[config.mk]
export PLATFORM = sky130hd
export DESIGN_NAME = pcstp_top
export DESIGN_NICKNAME = d
export VERILOG_FILES = /design/src/pkg/pcstp_pkg.sv /design/src/verilog/pcstp_top.sv /design/src/verilog/pcstp_pkt_rom.sv
export SDC_FILE = /design/constraint.sdc
export NUM_CORES = 1
export LEC_CHECK = 0
export ABC_AREA = 1
export BUFFER_PORTS_ARGS = -buffer_cell sky130_fd_sc_hd__buf_4
export CAP_MARGIN = 25
export CORE_ASPECT_RATIO = 0.6
export CORE_MARGIN = 2
export CORE_UTILIZATION = 40
export CTS_BUF_LIST = sky130_fd_sc_hd__clkbuf_2 sky130_fd_sc_hd__clkbuf_4 sky130_fd_sc_hd__clkbuf_8
export DETAILED_ROUTE_END_ITERATION = 12
export SYNTH_ARGS = -nofsm -noshare
export SYNTH_HDL_FRONTEND = slang
export SYNTH_SLANG_ARGS = --single-unit
[constraint.sdc]
create_clock -name i_mclk -period 1.8 [get_ports i_mclk]
set_input_delay 0.09 -clock i_mclk [delete_from_list [all_inputs] [get_ports i_mclk]]
set_output_delay 0.09 -clock i_mclk [all_outputs]
set_load 0.05 [all_outputs]
[src/pkg/pcstp_pkg.sv]
package pcstp_pkg;
	localparam logic [4:0] HDR_DISC      = 5'h02;
	localparam logic       HDR_SRC_HW    = 1'b1;
	localparam logic [1:0] SS_ONE_BYTE   = 2'h1;
	localparam logic [1:0] SS_FOUR_BYTE  = 2'h3;
	localparam logic [7:0] PAY_SLEEP     = 8'h00;
	localparam logic [7:0] PAY_PROHIBIT  = 8'hFF;
	localparam logic [7:0] SYNC_ZERO     = 8'h00;
	localparam logic [7:0] SYNC_LAST     = 8'h80;
	localparam int         SYNC_BYTES    = 6;
	localparam int         LONG_BYTES    = 5;
	localparam int         SHORT_BYTES   = 2;
	localparam logic [15:0] INTERVAL_DEF = 16'h0040;

	typedef struct packed {
		logic [7:0] data;
		logic       last;
	} pcstp_byte_t;

	typedef struct packed {
		logic        allowed;
		logic        sleeping;
		logic [31:0] addr;
	} pcstp_sample_t;
endpackage : pcstp_pkg

[src/verilog/pcstp_top.sv]
`timescale 1ns/100ps
// Behaviour
// allowed and awake: size code 0b11, four address payload bytes.
// allowed and sleeping: size code 0b01, one payload byte all zero.
// prohibited: size code 0b01, one payload byte all ones.
// sync packet is at least 47 zero bits then one set bit.
// minimal sync: byte 5 bit 7 set marks packet end.
// minimal sync: bytes 0 to 4 and byte 5 bits 6:0 are zero.
// capture hardware finds sync pattern to learn byte alignment.
// only the six-byte sync form is generated.
// header is 0b00010, source bit one, size code in bits 1:0.
// samples at fixed counter interval, only while sampling enabled.
// address payload bytes go least significant byte first.
module pcstp_top #(
	parameter logic [15:0] INTERVAL = pcstp_pkg::INTERVAL_DEF
) (
	input  wire logic       i_mclk,           // 100 MHz clock
	input  wire logic       i_reset_n,        // async reset, active low
	input  wire logic       i_sample_enable,  // sampling on
	input  wire logic       i_allowed,        // sampling allowed
	input  wire logic       i_sleeping,       // processor sleeping
	input  wire logic [31:0] i_addr,          // sampled instruction address
	input  wire logic       i_sync_req,       // request sync packet
	input  wire logic       i_ready,          // sink accepts byte
	output logic            o_valid,          // byte valid
	output logic      [7:0] o_data,           // byte
	output logic            o_last,           // last byte of packet
	output logic            o_drop            // sample lost while busy, pulse
);
	typedef enum logic [1:0] {IDLE, FETCH, SEND} pcstp_state_t;

	pcstp_state_t state_reg;
	logic [15:0]  cnt_reg;
	logic [2:0]   idx_reg;
	logic [2:0]   len_reg;
	logic         sync_pend_reg;
	logic         samp_pend_reg;
	pcstp_pkg::pcstp_sample_t samp_reg;
	logic [7:0]   rom_data;

	wire tick      = i_sample_enable && (cnt_reg == INTERVAL - 16'h0001);
	wire start_any = (state_reg == IDLE) && (sync_pend_reg || samp_pend_reg);
	wire start_syn = start_any && sync_pend_reg;
	wire full_samp = samp_reg.allowed && !samp_reg.sleeping;
	wire [1:0] size_code = full_samp ? pcstp_pkg::SS_FOUR_BYTE
	                                 : pcstp_pkg::SS_ONE_BYTE;
	wire [7:0] header = {pcstp_pkg::HDR_DISC, pcstp_pkg::HDR_SRC_HW, size_code};
	wire [7:0] short_pay = samp_reg.allowed ? pcstp_pkg::PAY_SLEEP
	                                        : pcstp_pkg::PAY_PROHIBIT;
	wire [47:0] samp_img = full_samp ? {8'h00, samp_reg.addr, header}
	                                 : {32'h0000_0000, short_pay, header};
	wire [47:0] sync_img = {pcstp_pkg::SYNC_LAST, {4{pcstp_pkg::SYNC_ZERO}},
	                        pcstp_pkg::SYNC_ZERO};
	wire [2:0] samp_len = full_samp ? 3'(pcstp_pkg::LONG_BYTES)
	                                : 3'(pcstp_pkg::SHORT_BYTES);
	wire accept   = o_valid && i_ready;
	wire pkt_done = accept && o_last;

	pcstp_pkt_rom u_rom (
		.i_mclk    (i_mclk),
		.i_reset_n (i_reset_n),
		.i_load    (start_any),
		.i_image   (start_syn ? sync_img : samp_img),
		.i_idx     (idx_reg),
		.o_rdata   (rom_data)
	);

	always_ff @(posedge i_mclk or negedge i_reset_n) begin
		if (!i_reset_n)
			cnt_reg <= 16'h0000;
		else if (!i_sample_enable || tick)
			cnt_reg <= 16'h0000;
		else
			cnt_reg <= cnt_reg + 16'h0001;
	end

	always_ff @(posedge i_mclk or negedge i_reset_n) begin
		if (!i_reset_n) begin
			samp_pend_reg <= 1'b0;
			sync_pend_reg <= 1'b0;
			samp_reg      <= '0;
			o_drop        <= 1'b0;
		end else begin
			o_drop <= tick && samp_pend_reg && !(start_any && !start_syn);
			if (tick) begin
				samp_pend_reg <= 1'b1;
				samp_reg      <= '{i_allowed, i_sleeping, i_addr};
			end else if (start_any && !start_syn)
				samp_pend_reg <= 1'b0;
			if (i_sync_req)
				sync_pend_reg <= 1'b1;
			else if (start_syn)
				sync_pend_reg <= 1'b0;
		end
	end

	always_ff @(posedge i_mclk or negedge i_reset_n) begin
		if (!i_reset_n) begin
			state_reg <= IDLE;
			idx_reg   <= 3'h0;
			len_reg   <= 3'h0;
			o_valid   <= 1'b0;
			o_data    <= 8'h00;
			o_last    <= 1'b0;
		end else begin
			case (state_reg)
				IDLE: begin
					if (start_any) begin
						state_reg <= FETCH;
						idx_reg   <= 3'h0;
						len_reg   <= start_syn ? 3'(pcstp_pkg::SYNC_BYTES) : samp_len;
					end
				end
				FETCH: begin
					if (!o_valid || accept) begin
						state_reg <= SEND;
						o_valid   <= 1'b0;
					end
				end
				SEND: begin
					o_valid   <= 1'b1;
					o_data    <= rom_data;
					o_last    <= (idx_reg == len_reg - 3'h1);
					idx_reg   <= idx_reg + 3'h1;
					state_reg <= (idx_reg == len_reg - 3'h1) ? IDLE : FETCH;
				end
				default: state_reg <= IDLE;
			endcase
			if (state_reg != SEND && pkt_done) begin
				o_valid <= 1'b0;
				o_last  <= 1'b0;
			end else if (state_reg == IDLE && accept)
				o_valid <= 1'b0;
		end
	end
endmodule : pcstp_top

[src/verilog/pcstp_pkt_rom.sv]
`timescale 1ns/100ps
// holds one packet image; read data registered
module pcstp_pkt_rom (
	input  wire logic       i_mclk,    // clock
	input  wire logic       i_reset_n, // async reset, active low
	input  wire logic       i_load,    // capture new image
	input  wire logic [47:0] i_image,  // packet bytes, byte 0 low
	input  wire logic [2:0] i_idx,     // byte index
	output logic      [7:0] o_rdata    // registered byte
);
	logic [47:0] image_reg;

	always_ff @(posedge i_mclk or negedge i_reset_n) begin
		if (!i_reset_n) begin
			image_reg <= 48'h0000_0000_0000;
			o_rdata   <= 8'h00;
		end else begin
			if (i_load)
				image_reg <= i_image;
			o_rdata <= image_reg[i_idx*8 +: 8];
		end
	end
endmodule : pcstp_pkt_rom

=== Word level (Yosys, flattened, before mapping) ===
Index checks and enable logic that the tools add are counted.

* $add $sub $neg: 3
* Multiply operators: 0
* Div/mod/pow operators: 0
* Magnitude comparators: 0
* Eq/ne operators: 8
* Shifts and indexed selects: 1
* Muxes and demuxes: 23
* Bitwise gates (word level): 0
* Reductions and logical operators: 29

{| class="wikitable"
|+ Operator list
! cell !! number
|-
| 48-bit two-way mux || 1
|-
| 48-bit by 7-bit variable part select with 8-bit output || 1
|-
| 40-bit two-way mux || 1
|-
| 16-bit by 1-bit adder with 16-bit output (second input constant) || 1
|-
| 16-bit by 6-bit == test with 1-bit output (second input constant) || 1
|-
| 16-bit two-way mux || 1
|-
| 1-bit logical AND || 11
|-
| 1-bit two-way mux || 10
|-
| 3-bit two-way mux || 3
|-
| 8-bit two-way mux || 1
|-
| 2-bit AND reduction || 4
|-
| 2-bit nonzero test || 4
|-
| 2-bit two-way mux || 3
|-
| 2-bit != test (second input constant) || 3
|-
| 2-bit case mux with 3 select lines || 1
|-
| 3-bit case mux with 2 select lines || 1
|-
| 1-bit logical NOT || 5
|-
| 4-bit != test (second input constant) || 1
|-
| 4-bit nonzero test || 1
|-
| 3-bit by 1-bit adder with 3-bit output (second input constant) || 1
|-
| 3-bit == test || 1
|-
| 1-bit logical OR || 3
|-
| 3-bit by 1-bit subtractor with 3-bit output (second input constant) || 1
|-
| 2-bit by 1-bit == test with 1-bit output (second input constant) || 1
|-
| other kinds (3) || 3
|}

* Register bits after elaboration: 127
* Bits in latches: 0
* Memory bits (writable): 0
* Memory bits (read-only): 0
* Input bits: 39
* Output and inout port bits: 11
* Logic and storage cells: 79
* Memories kept: 0

=== Longest topological paths before layout ===
Gate-level depths: netlist of run 1.

* Depth after elaboration: 7
* Gate-level depth with buffers: 10
* Depth with buffers taken out: 10

=== Cells and area by module ===
From an unflattened synthesis of run 1, not the netlist that was laid out.

* Cells, all modules: 746
* Area total of the unflattened synthesis: 6053.3 um2

{| class="wikitable"
|+ Modules (own cells, without submodules)
! module !! instances !! cells each !! area an instance (um2) !! sequential area each (um2)
|-
| pcstp_top || 1 || 454 || 3512.1 || 1776.7
|-
| pcstp_pkt_rom || 1 || 292 || 2541.2 || 1401.3
|}

=== Least setup slack after synthesis of run 1 ===
Ideal clock, no wire load.

* Path kind: flip-flop to flip-flop
* From: register state_reg[0]
* To: register u_rom.image_reg[22]
* Setup time: 121 ps
* Arrival time: 1439 ps
* Data required time: 1679 ps
* Setup slack: 240 ps
* Cell stages (with the launch flop): 9
* Buffers on the path: 1
* Period minus slack after synthesis: 1560 ps
* Cell sequence: dfrtp_1 inv_1 ha_1 o21ai_2 inv_2 nand2_1 nor2_4 buf_4 a22o_1

* Word-level cells in the longest chain between the ends: 4

{| class="wikitable"
|+ Ends and longest elaborated chain
! item !! RTL line !! text
|-
| start, declared || pcstp_top.sv:32 || <nowiki>pcstp_state_t state_reg;</nowiki>
|-
| start signal, assigned || pcstp_top.sv:125 || <nowiki>state_reg <= (idx_reg == len_reg - 3'h1) ? IDLE : FETCH;</nowiki>
|-
| 2-bit logical NOT * || pcstp_top.sv:42 || <nowiki>wire start_any = (state_reg == IDLE) && (sync_pend_reg || samp_pend_reg);</nowiki>
|-
| 1-bit logical AND * || pcstp_top.sv:42 ||
|-
| 1-bit logical AND || pcstp_top.sv:43 || <nowiki>wire start_syn = start_any && sync_pend_reg;</nowiki>
|-
| 48-bit two-way mux || pcstp_top.sv:63 || <nowiki>.i_image (start_syn ? sync_img : samp_img),</nowiki>
|-
| end signal, assigned || pcstp_pkt_rom.sv:19 || <nowiki>image_reg <= i_image;</nowiki>
|-
| end, declared || pcstp_pkt_rom.sv:11 || <nowiki>logic [47:0] image_reg;</nowiki>
|}

Mark *: on every way between the ends. The rest lies on a longest branch, timed or not.
A chain may end at the register's enable or synchronous reset.

=== Final worst setup path of run 1 ===
* From: register cnt_reg[0]
* To: register samp_reg[2] (netlist bit)

* Word-level cells in the longest chain between the ends: 2

{| class="wikitable"
|+ Ends and longest elaborated chain
! item !! RTL line !! text
|-
| start, declared || pcstp_top.sv:33 || <nowiki>logic [15:0] cnt_reg;</nowiki>
|-
| start signal, assigned || pcstp_top.sv:74 || <nowiki>cnt_reg <= cnt_reg + 16'h0001;</nowiki>
|-
| 16-bit by 6-bit == test with 1-bit output || pcstp_top.sv:41 || <nowiki>wire tick = i_sample_enable && (cnt_reg == INTERVAL - 16'h0001);</nowiki>
|-
| 1-bit logical AND || pcstp_top.sv:41 ||
|-
| end signal, assigned || pcstp_top.sv:87 || <nowiki>samp_reg <= '{i_allowed, i_sleeping, i_addr};</nowiki>
|-
| end, declared || pcstp_top.sv:38 || <nowiki>pcstp_pkg::pcstp_sample_t samp_reg;</nowiki>
|}

Every way passes these cells.

==> results_dict.tcl, run 1 <==
set metrics [dict create \
    outcome "completed" \
    synth.most_common_cell "nand2_1" \
    reg2reg_slack_ns 0.18 \
    cts.sinks 113 \
    drive_above_1_share_pct 16.15 \
    synthAdderAreaFrac_pct 2.010 \
    ioPinCount 50 \
    clk_path_buf_depth 2 \
    core_um2 12100 \
    hpwlAfterDp_um 7805 \
    vdd_drop_max_v 0.0005096 \
    maxSlewHeadroom_pct 69.97 \
    synth_top_family_by_area "simple AND/OR/NAND/NOR gates" \
    critPathLaunchType "flop" \
    crit_fanout 58 \
    hold_viol_final 0 \
    num-nets-final 711 \
    crit_chain "ha_1 > nand3_1 > nor3_2 > nand3_2 > buf_12 > nand2_1 > o21ai_0" \
    nFillCells 1147 \
    syn_nets 610 \
    slew_viol_final 0 \
    setup_viol 0 \
    synth_simple_gate_area_share_pct 15.83 \
    synth_top_area_cell "dfrtp_1" \
    syn_inst 563 \
    numCtsBuffers 17 \
    via_per_inst 4.754 \
    grt_max_degree 59 \
    ctsHtreeMaxLevel 4 \
    die_h_um 90.43 \
    final_cells 840 \
    yosysSeqAreaShare_pct 56.78 \
    yosysUniqueCellTypes 30 \
    setup-tns-final_ns 0 \
    port_buffers 49 \
    worst-path-buf-inv 1 \
    powerDensity_nw_per_um2 1161 \
    tightest_slew_ns 0.4504 \
    yosysWarnings 0 \
    crit_path_start "cnt_reg[0]" \
    place_inst 770 \
    first_pass_iters 5 \
    period_needed_ns 1.620 \
    postSynthAreaPerCell_um2 8.845 \
    yosys.area.top_type_share_pct 56.78 \
    timing.final.crit_share_pct 90.02 \
    max_freq_mhz 617.2 \
    tritoncts "yes" \
    drt_iter0_drc 266 \
    grt_antenna_before_repair 0 \
    drcViolationCount 0 \
    synth_common_cells "nand2_1, dfrtp_1, inv_1, o21ai_0, nor2_1" \
    num_rows 31 \
    initial_core_util_pct 41.15 \
    critPathArrivalTime_ns 1.92 \
    regArea_um2 2828 \
    die-width_um 148.0 \
    ys_top_cells_by_area "dfrtp_1, nand2_1, inv_1" \
    place.gp.congestion 0.8569 \
    antennaDiodeCount 0 \
    worstReg2RegStart "cnt_reg[0]" \
    synth-seq-cells 113 \
    vias 3993 \
    synth_edf_count 0 \
    min_path_type "in -> async" \
    maxCapViolations 0 \
    multiInputGateArea_um2 1704 \
    dieArea_um2 13390 \
    clk_latency_ns 0.42 \
    critPathTopFamily "simple AND/OR/NAND/NOR gates" \
    grt_overflow 0 \
    synth_area_um2 4980 \
    synthArstFlopShare_pct 100.0 \
    path_class "reg -> reg" \
    area_growth_pct 27.26 \
    largest_reg_flops 35 \
    end_kind "flop" \
    first_global_vias 3961 \
    synth_compound_area_share_pct 14.40 \
    ys.flop_type "dfrtp_1" \
    slowest_delay_ns 0.38 \
    ant_nets 0 \
    p_leak_nw 3.166 \
    wl_per_cell_um 13.23 \
    drt_wl_total_um 11120 \
    root_buffer "clkbuf_8" \
    worstPathRequired_ns 2.10 \
    grt_usage_pct 18.25 \
    yosys.area_share.xor_xnor_pct 1.935 \
    grt_pass1_wl_um 19270 \
    cp_slowest_cell "dfrtp_1" \
    path_clk_slew_ns 0.06 \
    synthMuxAreaShare_pct 0 \
    skew_ns 0.006453 \
]
-- cell type report --
class	count	area share, %
multi-input cells	338	26.89
flip-flops and latches	113	44.62
repair buffers	102	14.37
clock buffers	23	4.798
well taps	165	3.258
inverters	92	5.508
clock inverters	7	0.5528
-- worst register-to-register path, stage by stage (launching register included) --
cell     delay [ns]
dfrtp_1        0.38
ha_1           0.20
nand3_1        0.19
nor3_2         0.21
nand3_2        0.13
buf_12         0.21
nand2_1        0.11
o21ai_0        0.08
-- report_power, final --
part	switching, mW	internal [mW]
sequential	0.190	2.88
combinational	1.48	0.748
clock	0.967	1.10
total	2.64	4.72
-- placed cells by master (no fill, tap or decap), types with 2 or more instances in the layout --
cell and count:
buf_12 4, inv_1 87, clkbuf_4 2, o21bai_1 2
nand3_1 16, o21ai_0 49, nand2_1 133, clkinv_2 7
o211ai_1 5, o21ai_1 20, clkbuf_8 21, nand4_1 2
inv_2 3, a22o_1 9, nor3_1 4, ha_1 8
buf_4 60, o21ai_2 6, a21oi_1 22, xnor2_1 2
dfrtp_1 113, o22ai_1 10, xor2_1 9, nor3_2 2
dlygate4sd3_1 38, nor2_1 33
-- path summary, 6_finish.rpt --
check / to / depth (start not counted)
max reg2reg: samp_reg[2] / 7
min: samp_reg[16] / 2
max in group asynchronous: u_rom.image_reg[10] / 3
min reg2reg: o_data[6] / 2
min in group i_mclk: sync_pend_reg / 3
max: samp_reg[2] / 7
-- per-layer routing --
| layer | track usage (%) | vias up | share of wire, % |
|---|---|---|---|
| met5 | 0 | - | 0 |
| met4 | 6.508 | 0 | 1.2 |
| met3 | 3.838 | 14 | 4.6 |
| met2 | 26.70 | 90 | 42 |
| met1 | 26.81 | 1892 | 52 |
| li1 | - | 1997 | - |
-- per-stage QoR --
step	total power, mW	cell area [µm²]	worst slack [ns]	hold slack [ns]	utilization (%)
floorplan	4.475	4980	0.2402	-0.2056	-
global placement	5.154	5597	0.2346	0.06558	46.25
detailed placement	5.236	5597	0.1690	0.07545	46.25
CTS	7.376	6316	0.1753	0.1542	52.19
global route	7.843	6337	-0.003521	0.2096	52.37
finish	7.357	6337	0.1797	0.1646	52.37
-- repair_timing --
action | in CTS | in global routing
hold buffers | 38 | 0
resized for setup | 0 | 2
hold endpoints to repair | 68 | 0
setup buffers | 0 | 2
setup endpoints to repair | 0 | 2
-- cell families (layout without fill, tap and decap cells) --
| group | Yosys count | in the layout |
|---|---|---|
| AO/OA/AOI/OAI | 125 | 125 |
| XOR/XNOR | 11 | 11 |
| adder cells (fa/ha/maj) | 8 | 8 |
| buffers and inverters | 112 | 224 |
| flip-flops | 113 | 113 |
| AND/OR/NAND/NOR | 194 | 194 |
(Power assumes the default switching activity.)
==> run 2: changes to the inputs <==
- CTS_BUF_LIST: sky130_fd_sc_hd__clkbuf_2 sky130_fd_sc_hd__clkbuf_4 sky130_fd_sc_hd__clkbuf_8 -> sky130_fd_sc_hd__clkbuf_2
==> run 2 against run 1 <==
  * Non-clock buffer count increased by 2
  * Cell count increased by 0.24%
  * Final area is 2.6% lower
  * Sequential power barely moved
  * Via count is 0.10% lower
  * Critical path type unchanged
  * Critical endpoint is now u_rom.image_reg[31]
  * Largest power group unchanged
==> results_dict.tcl, run 2 (synthesis results as in run 1) <==
set metrics [dict create \
    setup_viol 0 \
    die_h_um 90.43 \
    worstReg2RegStart "state_reg[1]" \
    ant_nets 0 \
    cpMostUsedCell "nand2_1" \
    critPathArrivalTime_ns 2.19 \
    min_path_type "in -> reg" \
    first_global_vias 3937 \
    ctsHtreeMaxLevel 4 \
    tritoncts "yes" \
    critPathTopFamily "flip-flops" \
    core_um2 12100 \
    period_needed_ns 1.627 \
    slew_viol_final 0 \
    fin_util_pct 51.02 \
    nFillCells 1172 \
    grt_usage_pct 18.47 \
    path_clk_slew_ns 0.18 \
    cts.sinks 113 \
    postLayoutCellArea_um2 6175 \
    mostFrequentLayoutCell "nand2_1" \
    vias 3989 \
    fin_ws_ns 0.1727 \
    power.total_mw 6.531 \
    rsz0062_at_grt "yes" \
    critPathLaunchType "flop" \
    p_leak_nw 3.103 \
    outcome "completed" \
    worst-path-buf-inv 3 \
    num-nets-final 713 \
    area_growth_pct 23.99 \
    drt_iter0_drc 251 \
    vdd_drop_max_v 0.0004203 \
    numCtsBuffers 17 \
    dieArea_um2 13390 \
    drcViolationCount 0 \
    end_kind "flop" \
    hold_ws_ns 0.1657 \
    num_rows 31 \
    crit_path_start "state_reg[1]" \
    hold_viol_final 0 \
    grt_pass1_wl_um 19300 \
    setup-tns-final_ns 0 \
    first_pass_iters 5 \
    hpwlAfterDp_um 7805 \
    initial_core_util_pct 41.15 \
    mostFrequentLayoutCells "nand2_1, dfrtp_1, inv_1" \
    ioPinCount 50 \
    drive_above_1_share_pct 15.81 \
    tightest_slew_ns 0.4331 \
    grt_max_degree 59 \
    maxCapViolations 0 \
    root_buffer "clkbuf_2" \
    crit_chain "inv_1 > ha_1 > o21ai_2 > inv_2 > nand2_1 > nor2_4 > buf_12 > nand2_1 > o21ai_0" \
    grt_overflow 0 \
    crit_fanout 24 \
    antennaDiodeCount 0 \
    port_buffers 49 \
    place_inst 770 \
    place.gp.congestion 0.8569 \
    hp-start "i_sync_req" \
    largest_reg_flops 35 \
    skew_ns 0.02696 \
    path_class "reg -> reg" \
    powerDensity_nw_per_um2 1058 \
    clk_latency_ns 0.65 \
    timing.final.crit_share_pct 90.40 \
    cp_slowest_cell "dfrtp_1" \
    via_per_inst 4.738 \
    max_freq_mhz 614.5 \
    maxSlewHeadroom_pct 71.13 \
    slowest_delay_ns 0.44 \
    wl_per_cell_um 13.39 \
    final_cells 842 \
    die-width_um 148.0 \
    drt_wl_total_um 11270 \
    clk_path_buf_depth 2 \
    pre_cts_ws_ns 0.1690 \
    dpl-instance-area_um2 5597 \
    worstPathRequired_ns 2.36 \
    grt_antenna_before_repair 0 \
]
[run 2: changes by cell type in the layout (fill, tap and decap cells not counted)]
cell           previous run  this run
buf_12                    4         5
clkbuf_2                  0        19
dlygate4sd3_1            38        39
dfrtp_1                 113       112
dfrtp_2                   0         1
clkbuf_8                 21         0
clkbuf_4                  2         0
clkinv_1                  1         5
[run 2: report_power, final]
group	internal [mW]	switching [mW]	total, mW	leakage (nW)
logic	0.754	1.48	2.23	1.46
clock network	0.318	0.916	1.23	0.113
registers	2.87	0.187	3.06	1.53
[run 2: worst reg2reg max path: cells and delay by family, from the launching register on]
kind                       cells  cell delay, ns
AOI/OAI and AO/OA              2            0.18
adders and majority gates      1            0.20
buffers and inverters          3            0.35
DFF                            1            0.44
and+or+nand+nor                3            0.37
[run 2: cell type report]
cell class	instances	area [µm²]	area share (%)
Clock buffer	19	95.09	1.540
Clock inverter	11	50.05	0.8105
Inverter	92	349.1	5.654
Multi-Input combinational cell	338	1704	27.60
Sequential cell	113	2829	45.82
Tap cell	165	206.4	3.343
Timing Repair Buffer	104	940.9	15.24
[run 2: final timing paths]
kind                                        to  slack, ns  cells after the start
setup / recovery           u_rom.image_reg[31]       0.17                      9
hold / removal                   sync_pend_reg       0.17                      3
setup reg to reg           u_rom.image_reg[31]       0.17                      9
hold reg to reg                      o_data[4]       0.46                      2
max in group asynchronous          samp_reg[1]       0.95                      4
min in group asynchronous         samp_reg[16]       0.55                      4
[run 2: timing repair]
| action | 4_1_cts | 5_1_grt |
|---|---|---|
| buffers inserted | 0 | 2 |
| hold endpoints to repair | 170 | 0 |
| hold buffers | 40 | 0 |
| endpoints found under the setup margin | 0 | 2 |
| gates resized for setup | 0 | 3 |
[run 2: per-layer routing]
metal | GRT usage, % | up-vias | part of all wire [%]
li1 | - | 2008 | -
met1 | 27.13 | 1880 | 52
met2 | 26.54 | 93 | 42
met3 | 4.141 | 8 | 5.7
met4 | 7.222 | 0 | 0.75
met5 | 0 | - | 0
==> run 3: changes to the inputs <==
--- a/config.mk
+++ b/config.mk
@@ -15,2 +15,4 @@
 export DETAILED_ROUTE_END_ITERATION = 12
+export GPL_ROUTABILITY_DRIVEN = 0
+export SETUP_SLACK_MARGIN = 0.5
 export SYNTH_ARGS = -nofsm -noshare
==> constraint.sdc (replaced) <==
create_clock -name i_mclk -period 1.8 [get_ports i_mclk]
set_input_delay 0.45 -clock i_mclk [delete_from_list [all_inputs] [get_ports i_mclk]]
set_output_delay 0.45 -clock i_mclk [all_outputs]
set_load 0.05 [all_outputs]
==> run 3 against run 2 <==
  * The flow now finishes with violations (setup timing)
  * Critical path type unchanged
  * Via count is 18% higher
  * Final area rose by 32%
  * Register-to-register slack got worse by 0.18 ns
  * Cell count rose by 7.8%
  * Die area unchanged
  * Worst hold slack lost 0.12 ns
  * Sequential share of layout area fell by 11 points
  * Clock skew rose by 0.024 ns
  * Global-route usage grew 4.9 points
  * Power rose by 40%
  * Combinational power up 92%
==> results_dict.tcl, run 3 (synthesis results as in run 1) <==
set metrics [dict create \
    hold_viol_final 0 \
    skew_ns 0.05070 \
    drive_above_1_share_pct 45.09 \
    grt_antenna_before_repair 0 \
    maxSlewHeadroom_pct 69.61 \
    mostFrequentLayoutCell "dfrtp_1" \
    rsz0062_at_grt "yes" \
    tightest_slew_ns 0.4558 \
    num_rows 31 \
    clk_latency_ns 0.69 \
    powerDensity_nw_per_um2 1123 \
    place_inst 770 \
    pre_cts_ws_ns 0.1826 \
    max_freq_mhz 553.5 \
    setup_viol 2 \
    grt_max_degree 31 \
    failed_checks "setup timing" \
    drt_iter0_drc 464 \
    critPathArrivalTime_ns 2.36 \
    antennaDiodeCount 0 \
    first_global_vias 4504 \
    numCtsBuffers 17 \
    die-width_um 148.0 \
    p_leak_nw 3.994 \
    critPathLaunchType "flop" \
    path_class "reg -> reg" \
    tritoncts "yes" \
    mostFrequentLayoutCells "dfrtp_1, nand2_1, inv_1" \
    wl_per_cell_um 18.55 \
    ioPinCount 50 \
    fin_ws_ns -0.006741 \
    largest_reg_flops 35 \
    path_clk_slew_ns 0.17 \
    regArea_um2 2831 \
    hpwlAfterDp_um 7810 \
    dieArea_um2 13390 \
    grt_usage_pct 23.40 \
    min_path_type "in -> reg" \
    period_needed_ns 1.807 \
    outcome "complete, but fails checks" \
    drcViolationCount 0 \
    cts.sinks 113 \
    crit_fanout 5 \
    grt_overflow 0 \
    first_pass_iters 5 \
    drt_wl_total_um 16840 \
    nFillCells 888 \
    grt_pass1_wl_um 23490 \
    ctsHtreeMaxLevel 4 \
    num-nets-final 778 \
    die_h_um 90.43 \
    root_buffer "clkbuf_2" \
    via_per_inst 5.192 \
    vdd_drop_max_v 0.0005026 \
    area_growth_pct 63.19 \
    slew_viol_final 0 \
    worstPathRequired_ns 2.36 \
    maxCapViolations 0 \
    vias 4714 \
    multiInputGateArea_um2 2540 \
    timing.final.crit_share_pct 100.4 \
    port_buffers 49 \
    clk_path_buf_depth 2 \
    ant_nets 0 \
    final_cells 908 \
    initial_core_util_pct 41.15 \
    end_kind "flop" \
    core_um2 12100 \
]
==> run 3: changes by cell type in the layout (fill, tap and decap cells not counted), sizes merged <==
cell / previous run / this run
buf: 65 / 129
clkbuf: 19 / 26
clkinv: 12 / 7
dlygate4sd3: 39 / 34
bufinv: 0 / 3
clkinvlp: 1 / 2
nand2: 133 / 134
==> run 3: critical path, cell delays in order (launching register included) <==
cell and delay (ns):
dfrtp_1 0.44, nor2_2 0.14, nand3_2 0.12, nor3_4 0.29, nand3_4 0.17, buf_4 0.18
buf_12 0.13, buf_16 0.14, nand2_2 0.05, o21ai_1 0.05
==> run 3: path summary, 6_finish.rpt <==
check / from / end / slack [ns] / depth (start not counted)
setup / recovery: cnt_reg[12] / samp_reg[24] / -0.007 / 9
hold / removal: i_sleeping / samp_reg[32] / 0.04 / 3
setup reg to reg: cnt_reg[12] / samp_reg[24] / -0.007 / 9
hold reg to reg: u_rom.o_rdata[4] / o_data[4] / 0.46 / 2
max in group asynchronous: i_reset_n / u_rom.image_reg[23] / 0.93 / 3
min in group asynchronous: i_reset_n / u_rom.image_reg[33] / 0.22 / 2
==> run 3: metal layers <==
| metal | vias to the layer above | share of wire (%) | GRT usage [%] |
|---|---|---|---|
| met2 | 221 | 45 | 34.07 |
| met3 | 58 | 7.7 | 7.525 |
| met5 | - | 0 | 0 |
| met4 | 0 | 3.3 | 8.571 |
| li1 | 2154 | - | - |
| met1 | 2281 | 44 | 32.78 |
==> run 3: final cells by class <==
| class | count | area share [%] |
|---|---|---|
| flip-flops and latches | 113 | 34.84 |
| multi-input cells | 339 | 31.25 |
| repair buffers | 167 | 24.06 |
| inverters | 92 | 4.434 |
| well taps | 165 | 2.540 |
| clock inverters | 9 | 1.416 |
| clock buffers | 22 | 1.355 |
| repair inverters | 1 | 0.09238 |
==> run 3: per-stage QoR <==
| step | utilization (%) | power, mW | hold WS (ns) | cell area, µm² | setup TNS, ns |
|---|---|---|---|---|---|
| floorplan | - | 4.572 | 0.1544 | 5050 | 0 |
| global placement | 46.55 | 5.252 | 0.4105 | 5633 | 0 |
| detailed placement | 46.55 | 5.319 | 0.4158 | 5633 | 0 |
| CTS | 60.18 | 7.899 | 0.002103 | 7283 | 0 |
| global route | 67.15 | 9.562 | 0.004444 | 8127 | -0.7732 |
| finish | 67.15 | 9.128 | 0.04460 | 8127 | -0.01175 |
==> run 3: power by group <==
part / leakage (nW) / internal, mW / total, mW / switching [mW]
sequential: 1.53 / 2.88 / 3.10 / 0.217
combinational: 2.32 / 1.92 / 4.29 / 2.38
clock: 0.148 / 0.774 / 1.74 / 0.964
==> run 3: timing repair <==
item,in CTS,in global routing
pin swaps,14,35
hold endpoints to repair,53,6
hold buffers,28,6
gates cloned,16,4
endpoints found under the setup margin,113,115
gates resized for setup,157,150
buffers inserted,35,18
